<file path="config.mk">
export PLATFORM = sky130hd
export DESIGN_NAME = isc_stop_brg
export DESIGN_NICKNAME = d
export VERILOG_FILES = /design/src/isc_stop_brg.v
export VERILOG_INCLUDE_DIRS = /design/src
export SDC_FILE = /design/constraint.sdc
export NUM_CORES = 1
export LEC_CHECK = 0
export BUFFER_PORTS_ARGS = -buffer_cell sky130_fd_sc_hd__buf_2
export CORE_MARGIN = 5
export CORE_UTILIZATION = 32
export DETAILED_ROUTE_END_ITERATION = 8
export PLACE_DENSITY = 0.49
export SKIP_LAST_GASP = 1
export SLEW_MARGIN = 20
export SYNTH_ARGS = -nofsm -noshare
export SYNTH_HDL_FRONTEND = slang
export SYNTH_SLANG_ARGS = --single-unit
</file>
<file path="constraint.sdc">
create_clock -name i_clock -period 2.5 [get_ports i_clock]
set_input_delay 0.5 -clock i_clock [delete_from_list [all_inputs] [get_ports i_clock]]
set_output_delay 0.5 -clock i_clock [all_outputs]
set_load 0.1 [all_outputs]
</file>
<file path="src/isc_defs.vh">
// Purpose: Constants for the two-wire port stop/collision, reload counter and status block
// Assumes: APB byte addresses, 32-bit words, 8-bit registers in low bits
// Notes: Definitions only
`ifndef ISC_DEFS_VH
`define ISC_DEFS_VH
`define ISC_OFF_STATUS 12'h000
`define ISC_OFF_RELOAD 12'h004
`define ISC_OFF_BUF 12'h008
`define ISC_OFF_CTRL1 12'h00C
`define ISC_OFF_CTRL2 12'h010
`define ISC_OFF_FLAGS 12'h014
`define ISC_OFF_IRQEN 12'h018
`define ISC_OFF_SLAVE 12'h01C
`define ISC_RST_RELOAD 8'h13
`define ISC_ST_SLEW 7
`define ISC_ST_SMB 6
`define ISC_ST_DATA 5
`define ISC_ST_STOP 4
`define ISC_ST_START 3
`define ISC_ST_RW 2
`define ISC_ST_UA 1
`define ISC_ST_BF 0
`define ISC_C1_EN 5
`define ISC_C2_ACK_SEQUENCE_REQUEST 4
`define ISC_C2_RECEIVE_REQUEST 3
`define ISC_C2_PEN 2
`define ISC_C2_RESTART_REQUEST 1
`define ISC_C2_SEN 0
`define ISC_FL_BCOL 3
`define ISC_FL_PEV 2
`define ISC_SL_RW 0
`define ISC_SL_UA 1
`define ISC_SL_DATA 2
`define ISC_SL_MODE 3
`define ISC_SL_TENBIT 4
`endif

</file>
<file path="src/isc_stop_brg.v">
// Purpose: Stop sequence with bus collision checks, reload counter and status register
// Assumes: Pins synchronous to i_clock; open-drain lines low-drive only
// Notes: One APB slave, zero wait states; address/data transmit engine lives elsewhere
//
// Implementation choices: the APB register port and the register addresses.
`include "isc_defs.vh"
`timescale 1ns/1ps
`default_nettype none
module isc_stop_brg #(
  parameter ADDR_W = 12
) (
  input wire i_clock,
  input wire i_rst_b,
  input wire i_psel,
  input wire i_penable,
  input wire i_pwrite,
  input wire [ADDR_W-1:0] i_paddr,
  input wire [31:0] i_pwdata,
  output wire [31:0] o_prdata,
  output wire o_pready,
  output wire o_pslverr,
  input wire i_sda,
  input wire i_scl,
  output wire o_sda,
  output wire o_sda_oe,
  output wire o_scl,
  output wire o_scl_oe,
  input wire i_start_seen,
  input wire i_stop_seen,
  input wire i_rx_done,
  input wire i_tx_done,
  input wire i_rx_read,
  output wire o_slew_select,
  output wire o_smbus_levels,
  output wire o_reload_tick,
  output wire o_irq
);
  // Stop sequence in outline
  // Launch pulls both lines low together
  // Data seen low lets the clock line go
  // Clock seen high starts the first count
  // First expiry lets the data line float
  // Second expiry samples the data line
  // Data still low there means another master
  // Clock low during the first count means another master
  // Either collision drops both lines at once
  // Either collision clears the stop request bit
  // Either collision clears the buffer full bit
  // A clean finish clears the stop request bit
  // A clean finish stops the counter dead
  //
  // Reload counter timing
  // Counter steps on every second clock only
  // Each value therefore lasts two clocks
  // One expiry spans two times reload plus one
  // Two expiries make one serial clock period
  // So the line runs at clock over four(reload+1)
  // Small reload values give too few clocks per half
  // Software keeps reload at three or above
  //
  // Transmit side of the counter
  // Buffer write in master mode starts the count
  // Transmit done from the engine stops the count
  // Counter then holds; the clock pin keeps its level
  // Buffer writes during a stop are ignored here
  // The byte engine itself lives outside this block
  //
  // Status register in outline
  // Top two bits are writable pin selects
  // Stop and start bits follow the event pulses
  // Both forget their state when the port is off
  // Direction bit shows transmit busy in master mode
  // Direction bit shows the address direction as slave
  // Data and update bits come from the sideband word
  // Buffer full follows writes, receives and reads
  //
  // Hazards worth knowing
  // Line inputs are taken as already synchronous
  // A far party holding clock low stalls the launch
  // A stalled launch waits; no timeout lives here
  // Disabling the port is the way out of a stall
  // Flags are set-wins against a same-cycle clear
  // Stop sequencer states
  localparam S_IDLE = 3'd0;
  localparam S_SDA_LOW = 3'd1;
  localparam S_SCL_REL = 3'd2;
  localparam S_COUNT = 3'd3;
  localparam S_SDA_REL = 3'd4;
  localparam S_COUNT2 = 3'd5;

  reg [7:0] reload_reg;
  reg [7:0] buf_reg;
  reg [7:0] ctrl1_reg;
  reg [7:0] ctrl2_reg;
  reg [1:0] flags_reg;
  reg [1:0] irqen_reg;
  reg [4:0] slave_reg;
  reg slew_reg;
  reg smb_reg;
  reg start_seen_reg;
  reg stop_seen_reg;
  reg bf_reg;
  reg tx_busy_reg;
  reg [7:0] cnt_reg;
  reg cnt_run_reg;
  reg half_reg;
  reg scl_drive_reg;
  reg sda_drive_reg;
  reg [2:0] st_reg;
  reg [2:0] st_next;
  reg bcol_evt;
  reg [31:0] rdata_reg;

  wire wr_en = i_psel & i_penable & i_pwrite;
  wire rd_en = i_psel & ~i_penable & ~i_pwrite;
  wire port_en = ctrl1_reg[`ISC_C1_EN];
  wire master = ~slave_reg[`ISC_SL_MODE];
  wire cnt_zero = (cnt_reg == 8'h00);
  wire buf_wr = wr_en & (i_paddr == `ISC_OFF_BUF);
  wire stop_go = wr_en & (i_paddr == `ISC_OFF_CTRL2) & i_pwdata[`ISC_C2_PEN];
  // Half-rate step enable sets the two-clock count pace
  wire step = cnt_run_reg & half_reg;
  wire tick = step & cnt_zero;

  // Known-address check shared by read and write error answer
  function mapped;
    input [ADDR_W-1:0] a;
    begin
      mapped = (a == `ISC_OFF_STATUS) | (a == `ISC_OFF_RELOAD) | (a == `ISC_OFF_BUF) |
               (a == `ISC_OFF_CTRL1) | (a == `ISC_OFF_CTRL2) | (a == `ISC_OFF_FLAGS) |
               (a == `ISC_OFF_IRQEN) | (a == `ISC_OFF_SLAVE);
    end
  endfunction

  assign o_pready = 1'b1;
  assign o_pslverr = i_psel & i_penable & ~mapped(i_paddr);
  assign o_prdata = rdata_reg;
  // Lines are only pulled low, never driven high
  assign o_sda = 1'b0;
  assign o_scl = 1'b0;
  assign o_sda_oe = sda_drive_reg;
  assign o_scl_oe = scl_drive_reg;
  assign o_slew_select = slew_reg;
  assign o_smbus_levels = smb_reg;
  assign o_reload_tick = tick;
  // Flag reaches the request line only through its enable
  assign o_irq = |(flags_reg & irqen_reg);

  // Stop sequencer next state and collision decision
  always @* begin
    st_next = st_reg;
    bcol_evt = 1'b0;
    case (st_reg)
      S_IDLE: begin
        if (stop_go & master & port_en) begin
          st_next = S_SDA_LOW;
        end
      end
      S_SDA_LOW: begin
        if (~i_sda) begin
          st_next = S_SCL_REL;
        end
      end
      S_SCL_REL: begin
        if (i_scl) begin
          st_next = S_COUNT;
        end
      end
      S_COUNT: begin
        if (~i_scl) begin
          bcol_evt = 1'b1;
          st_next = S_IDLE;
        end else if (tick) begin
          st_next = S_SDA_REL;
        end
      end
      S_SDA_REL: begin
        if (~i_scl & ~i_sda) begin
          bcol_evt = 1'b1;
          st_next = S_IDLE;
        end else begin
          st_next = S_COUNT2;
        end
      end
      S_COUNT2: begin
        if (tick) begin
          bcol_evt = ~i_sda;
          st_next = S_IDLE;
        end
      end
      default: begin
        st_next = S_IDLE;
      end
    endcase
  end

  // Sequencer, line drivers and reload counter
  always @(posedge i_clock or negedge i_rst_b) begin
    if (!i_rst_b) begin
      st_reg <= S_IDLE;
      sda_drive_reg <= 1'b0;
      scl_drive_reg <= 1'b0;
      cnt_reg <= 8'h00;
      cnt_run_reg <= 1'b0;
      half_reg <= 1'b0;
    end else if (!port_en) begin
      st_reg <= S_IDLE;
      sda_drive_reg <= 1'b0;
      scl_drive_reg <= 1'b0;
      cnt_run_reg <= 1'b0;
      half_reg <= 1'b0;
    end else begin
      st_reg <= st_next;
      // Divider restarts whenever the counter is idle
      half_reg <= cnt_run_reg ? ~half_reg : 1'b0;
      if (bcol_evt) begin
        // Abort releases both lines at once
        sda_drive_reg <= 1'b0;
        scl_drive_reg <= 1'b0;
        cnt_run_reg <= 1'b0;
      end else if (st_reg == S_IDLE && st_next == S_SDA_LOW) begin
        // Clock held low too, so releasing it later means something
        sda_drive_reg <= 1'b1;
        scl_drive_reg <= 1'b1;
      end else if (st_reg == S_SDA_LOW && st_next == S_SCL_REL) begin
        scl_drive_reg <= 1'b0;
      end else if (st_reg == S_SCL_REL && st_next == S_COUNT) begin
        cnt_reg <= reload_reg;
        cnt_run_reg <= 1'b1;
      end else if (st_reg == S_COUNT && st_next == S_SDA_REL) begin
        sda_drive_reg <= 1'b0;
        cnt_reg <= reload_reg;
      end else if (st_next == S_IDLE && st_reg == S_COUNT2) begin
        cnt_run_reg <= 1'b0;
      end else if (buf_wr & master & st_reg == S_IDLE) begin
        cnt_reg <= reload_reg;
        cnt_run_reg <= 1'b1;
      end else if (tx_busy_reg && i_tx_done) begin
        // Transmit over: counter freezes where it stands
        cnt_run_reg <= 1'b0;
      end else if (tick) begin
        // Two reloads per serial clock give Fosc/(4(reload+1))
        cnt_reg <= reload_reg;
      end else if (step) begin
        cnt_reg <= cnt_reg - 8'h01;
      end
    end
  end

  // Register file writes and hardware status updates
  always @(posedge i_clock or negedge i_rst_b) begin
    if (!i_rst_b) begin
      reload_reg <= `ISC_RST_RELOAD;
      buf_reg <= 8'h00;
      ctrl1_reg <= 8'h00;
      ctrl2_reg <= 8'h00;
      flags_reg <= 2'b00;
      irqen_reg <= 2'b00;
      slave_reg <= 5'h00;
      slew_reg <= 1'b0;
      smb_reg <= 1'b0;
      start_seen_reg <= 1'b0;
      stop_seen_reg <= 1'b0;
      bf_reg <= 1'b0;
      tx_busy_reg <= 1'b0;
    end else begin
      if (wr_en) begin
        case (i_paddr)
          // Reload values below three are unsupported; software keeps off them
          `ISC_OFF_RELOAD: reload_reg <= i_pwdata[7:0];
          `ISC_OFF_CTRL1: ctrl1_reg <= i_pwdata[7:0];
          `ISC_OFF_CTRL2: ctrl2_reg <= i_pwdata[7:0];
          `ISC_OFF_IRQEN: irqen_reg <= i_pwdata[`ISC_FL_BCOL:`ISC_FL_PEV];
          `ISC_OFF_SLAVE: slave_reg <= i_pwdata[4:0];
          `ISC_OFF_STATUS: begin
            slew_reg <= i_pwdata[`ISC_ST_SLEW];
            smb_reg <= i_pwdata[`ISC_ST_SMB];
          end
          default: begin
          end
        endcase
      end
      // Write-one-to-clear flags; a same-cycle event wins
      if (wr_en && i_paddr == `ISC_OFF_FLAGS) begin
        flags_reg <= (flags_reg & ~i_pwdata[`ISC_FL_BCOL:`ISC_FL_PEV]) |
                     {bcol_evt, i_start_seen | i_stop_seen | i_rx_done | i_tx_done};
      end else begin
        flags_reg <= flags_reg | {bcol_evt, i_start_seen | i_stop_seen | i_rx_done | i_tx_done};
      end
      // Collision clears the stop request and pending transmit
      if (bcol_evt || (st_reg == S_COUNT2 && st_next == S_IDLE)) begin
        ctrl2_reg[`ISC_C2_PEN] <= 1'b0;
      end else if (stop_go) begin
        ctrl2_reg[`ISC_C2_PEN] <= 1'b1;
      end
      // Disabled port forgets bus conditions
      if (!port_en) begin
        start_seen_reg <= 1'b0;
        stop_seen_reg <= 1'b0;
      end else if (i_stop_seen) begin
        stop_seen_reg <= 1'b1;
        start_seen_reg <= 1'b0;
      end else if (i_start_seen) begin
        start_seen_reg <= 1'b1;
        stop_seen_reg <= 1'b0;
      end
      // Buffer full: set on write or receive, cleared on done or read
      if (bcol_evt || !port_en) begin
        bf_reg <= 1'b0;
        tx_busy_reg <= 1'b0;
      end else if (buf_wr && st_reg == S_IDLE) begin
        buf_reg <= i_pwdata[7:0];
        bf_reg <= 1'b1;
        tx_busy_reg <= master;
      end else if (i_rx_done) begin
        bf_reg <= 1'b1;
      end else if (i_tx_done) begin
        bf_reg <= 1'b0;
        tx_busy_reg <= 1'b0;
      end else if (i_rx_read) begin
        bf_reg <= 1'b0;
      end
    end
  end

  // Read mux; status bit 2 differs by mode
  always @(posedge i_clock or negedge i_rst_b) begin
    if (!i_rst_b) begin
      rdata_reg <= 32'h00000000;
    end else if (rd_en) begin
      case (i_paddr)
        `ISC_OFF_STATUS: rdata_reg <= {24'h000000, slew_reg, smb_reg,
          slave_reg[`ISC_SL_DATA],
          stop_seen_reg, start_seen_reg,
          master ? tx_busy_reg : slave_reg[`ISC_SL_RW],
          slave_reg[`ISC_SL_TENBIT] & slave_reg[`ISC_SL_UA],
          bf_reg};
        `ISC_OFF_RELOAD: rdata_reg <= {24'h000000, reload_reg};
        `ISC_OFF_BUF: rdata_reg <= {24'h000000, buf_reg};
        `ISC_OFF_CTRL1: rdata_reg <= {24'h000000, ctrl1_reg};
        `ISC_OFF_CTRL2: rdata_reg <= {24'h000000, ctrl2_reg};
        `ISC_OFF_FLAGS: rdata_reg <= {28'h0000000, flags_reg, 2'b00};
        `ISC_OFF_IRQEN: rdata_reg <= {28'h0000000, irqen_reg, 2'b00};
        `ISC_OFF_SLAVE: rdata_reg <= {27'h0000000, slave_reg};
        default: rdata_reg <= 32'h00000000;
      endcase
    end
  end
endmodule
`default_nettype wire

</file>
==> impl_metrics.ini <==
[critical_path]
r2r_start = cnt_reg[0]
end_kind = primary output
worstPathArrival_ns = 1.90
reg2regPathDepth = 7
worst_ep_required_time_ns = 2.00
regToRegSetupSlack_ns = 0.26
critPathKind = reg -> out
startpoint_type = flip-flop
crit_path_max_fanout = 6
r2r_end = buf_reg[2]

[timing]
finalSetupViolCount = 0
slew_headroom_pct = 63.7
max_slew.worst_pin.slew_ns = 0.544
finalSetupTns_ns = 0
finalHoldViolCount = 0
fin_crit_ns = 2.40
drv_slew = 0
skew_ns = 0.0103
rsz0062_at_grt = no
finalCritPeriodShare_pct = 96.0
fin_hold_ws_ns = 0.189
fmax_ghz = 0.417

[synthesis]
synth_warnings = 0
yosysTopAreaCell = dfrtp_1
yosysUniqueCellTypes = 61
syn_area_per_cell_sq_um = 10.6
synth_flop_cell = dfrtp_1
synth-edff-count = 0
synth_top_area_share_pct = 40.8
syn-cell-area_sq_mm = 0.00411
ys_seq_elements = 70
yosysMostFrequentCell = dfrtp_1
synthTopCellsByArea = dfrtp_1, mux2_2, buf_4
yosysSeqAreaShare_pct = 42.7
async_reset_ff_share_pct = 100
yosys-top-cells-count = dfrtp_1, mux2_2, buf_4
syn-instance-count = 388

[final_layout]
area_delta_synth_final_pct = 18.1
final_cells = 626
drive_gt1_share_pct = 34.6
multi_input_area_sq_mm = 0.00212
n_antenna_cell = 0
fill_cells = 1282
nets = 507
stdcell_area_sq_mm = 0.00486
seq_area_sq_mm = 0.00176

[grt]
grt_pass1_vias = 3190
grt_max_degree = 71
grt_pass1_wl_um = 17900
grt_overflow = 0
grt_antenna_before_repair = 0
track_usage_pct = 15.4

[place]
place_hpwl_um = 8300
placed_area_sq_mm = 0.00456
port_buffers = 46
place_inst = 609
gp_congestion = 0.849

[detailed_routing]
ant_nets = 0
dr.pass1.iters = 4
avgRoutedWirePerCell_um = 17.8
vias = 3169
viasPerCell = 5.06
drt-total-wl_um = 11200
first_iter_violations = 179
drc = 0

[power]
combPwrFrac_pct = 15.6
switchingPower_mw = 0.888
peakVddDrop_v = 0.000308
internal-power_mw = 1.94
sequentialPowerShare_pct = 41.0
leakage_nw = 2.21
sw_frac_of_total_pct = 31.4
powerDensity_mw_per_mm2 = 583
pwr-share-clk_pct = 43.4

[clock_network]
cts.path.max_buffers = 2
clkTransAtPathRegs_ns = 0.06
cts_tree = done
root_buffer = clkbuf_16
cts_buffers = 9
clock-sinks = 70
hold_buffers = 0
h-tree-depth = 3
insertion_delay_ns = 0.33

[min_path]
hold_path.class = in -> async

[floorplanning]
coreArea_sq_mm = 0.0126
die_w_um = 123
rows = 41
dieArea_sq_mm = 0.0152
pin_count = 98
floorplan.initialDensity_pct = 32.6
dieHeight_um = 123

[job]
maxCapViolCount = 0

[status]
status = complete, no violations
-- worst max-delay path, stage by stage (launching register included) --
cell and delay (ns):
dfrtp_2 0.44, inv_2 0.09, ha_2 0.16, and4b_2 0.27, nand3_4 0.15, clkinvlp_4 0.13, buf_4 0.14, buf_12 0.17
-- layer usage --
| layer | vias up | share of wire (%) | track usage (%) |
|---|---|---|---|
| li1 | 1515 | - | - |
| met1 | 1565 | 46 | 21.8 |
| met2 | 81 | 48 | 24.0 |
| met3 | 8 | 5.5 | 3.16 |
| met4 | 0 | 0.85 | 3.94 |
| met5 | - | 0 | 0 |
-- layout by cell type, fill, tap and decap left out, types with 5 or more instances in the layout --
cell type  instances
dfrtp_1           66
mux2_2            45
buf_2             45
nand2_1           27
conb_1            27
nor2_1            26
a21oi_1           18
buf_4             18
inv_1             11
o21ai_0           11
mux2i_1           11
clkbuf_16          9
nor3_1             8
a31oi_1            7
and3_1             7
nand4_1            6
or2_2              6
a211oi_1           6
a22o_1             5
a221oi_1           5
o32ai_1            5
a22oi_1            5
-- cell families (layout without fill, tap and decap cells) --
family | Yosys count | count (layout) | share of synthesized area [%]
AO/OA/AOI/OAI | 88 | 88 | 16.0
adder cells (fa/ha/maj) | 2 | 2 | 0.608
buffers and inverters | 54 | 95 | 8.03
flip-flops | 70 | 70 | 42.7
multiplexers | 57 | 57 | 15.5
other | 2 | 27 | 0.183
AND/OR/NAND/NOR | 115 | 115 | 16.9
-- power groups by stage --
stage | Sequential, mW | Combinational (mW) | Clock, mW
2_1_floorplan | 1.27 | 0.271 | 0
3_3_place_gp | 1.18 | 0.442 | 0
3_5_place_dp | 1.18 | 0.445 | 0
4_1_cts | 1.16 | 0.446 | 1.26
5_1_grt | 1.16 | 0.466 | 1.32
6_report | 1.16 | 0.441 | 1.23
-- area by class of cell --
| type | instances | area share, % |
|---|---|---|
| multi-input combinational | 289 | 43.7 |
| sequential | 70 | 36.2 |
| timing repair buffer | 66 | 8.66 |
| clock buffer | 12 | 5.28 |
| tap | 172 | 4.43 |
| inverter | 13 | 1.08 |
| clock inverter | 4 | 0.644 |
-- timing repair --
action / CTS / global route
buffers inserted: 0 / 1
gates resized for setup: 0 / 1
endpoints found under the setup margin: 0 / 1
-- through the flow --
step           util, %  power [mW]  setup WS, ns
3_3_place_gp      36.1        1.62         0.141
5_1_grt           38.5        2.94        0.0183
3_5_place_dp      36.1        1.62         0.138
4_1_cts           38.4        2.86        0.0483
2_1_floorplan        -        1.54       -0.0122
6_report          38.5        2.83         0.100
-- worst max-delay path by stage --
stage                    start            end  cells past startpoint
floorplan           cnt_reg[0]     cnt_reg[2]                      8
global route        cnt_reg[0]  o_reload_tick                      7
global placement    i_paddr[9]     buf_reg[5]                      6
finish              cnt_reg[0]  o_reload_tick                      7
detailed placement  i_paddr[9]     buf_reg[2]                      6
CTS                 cnt_reg[0]  o_reload_tick                      7
Note: power is estimated with default switching activity, not from simulation.
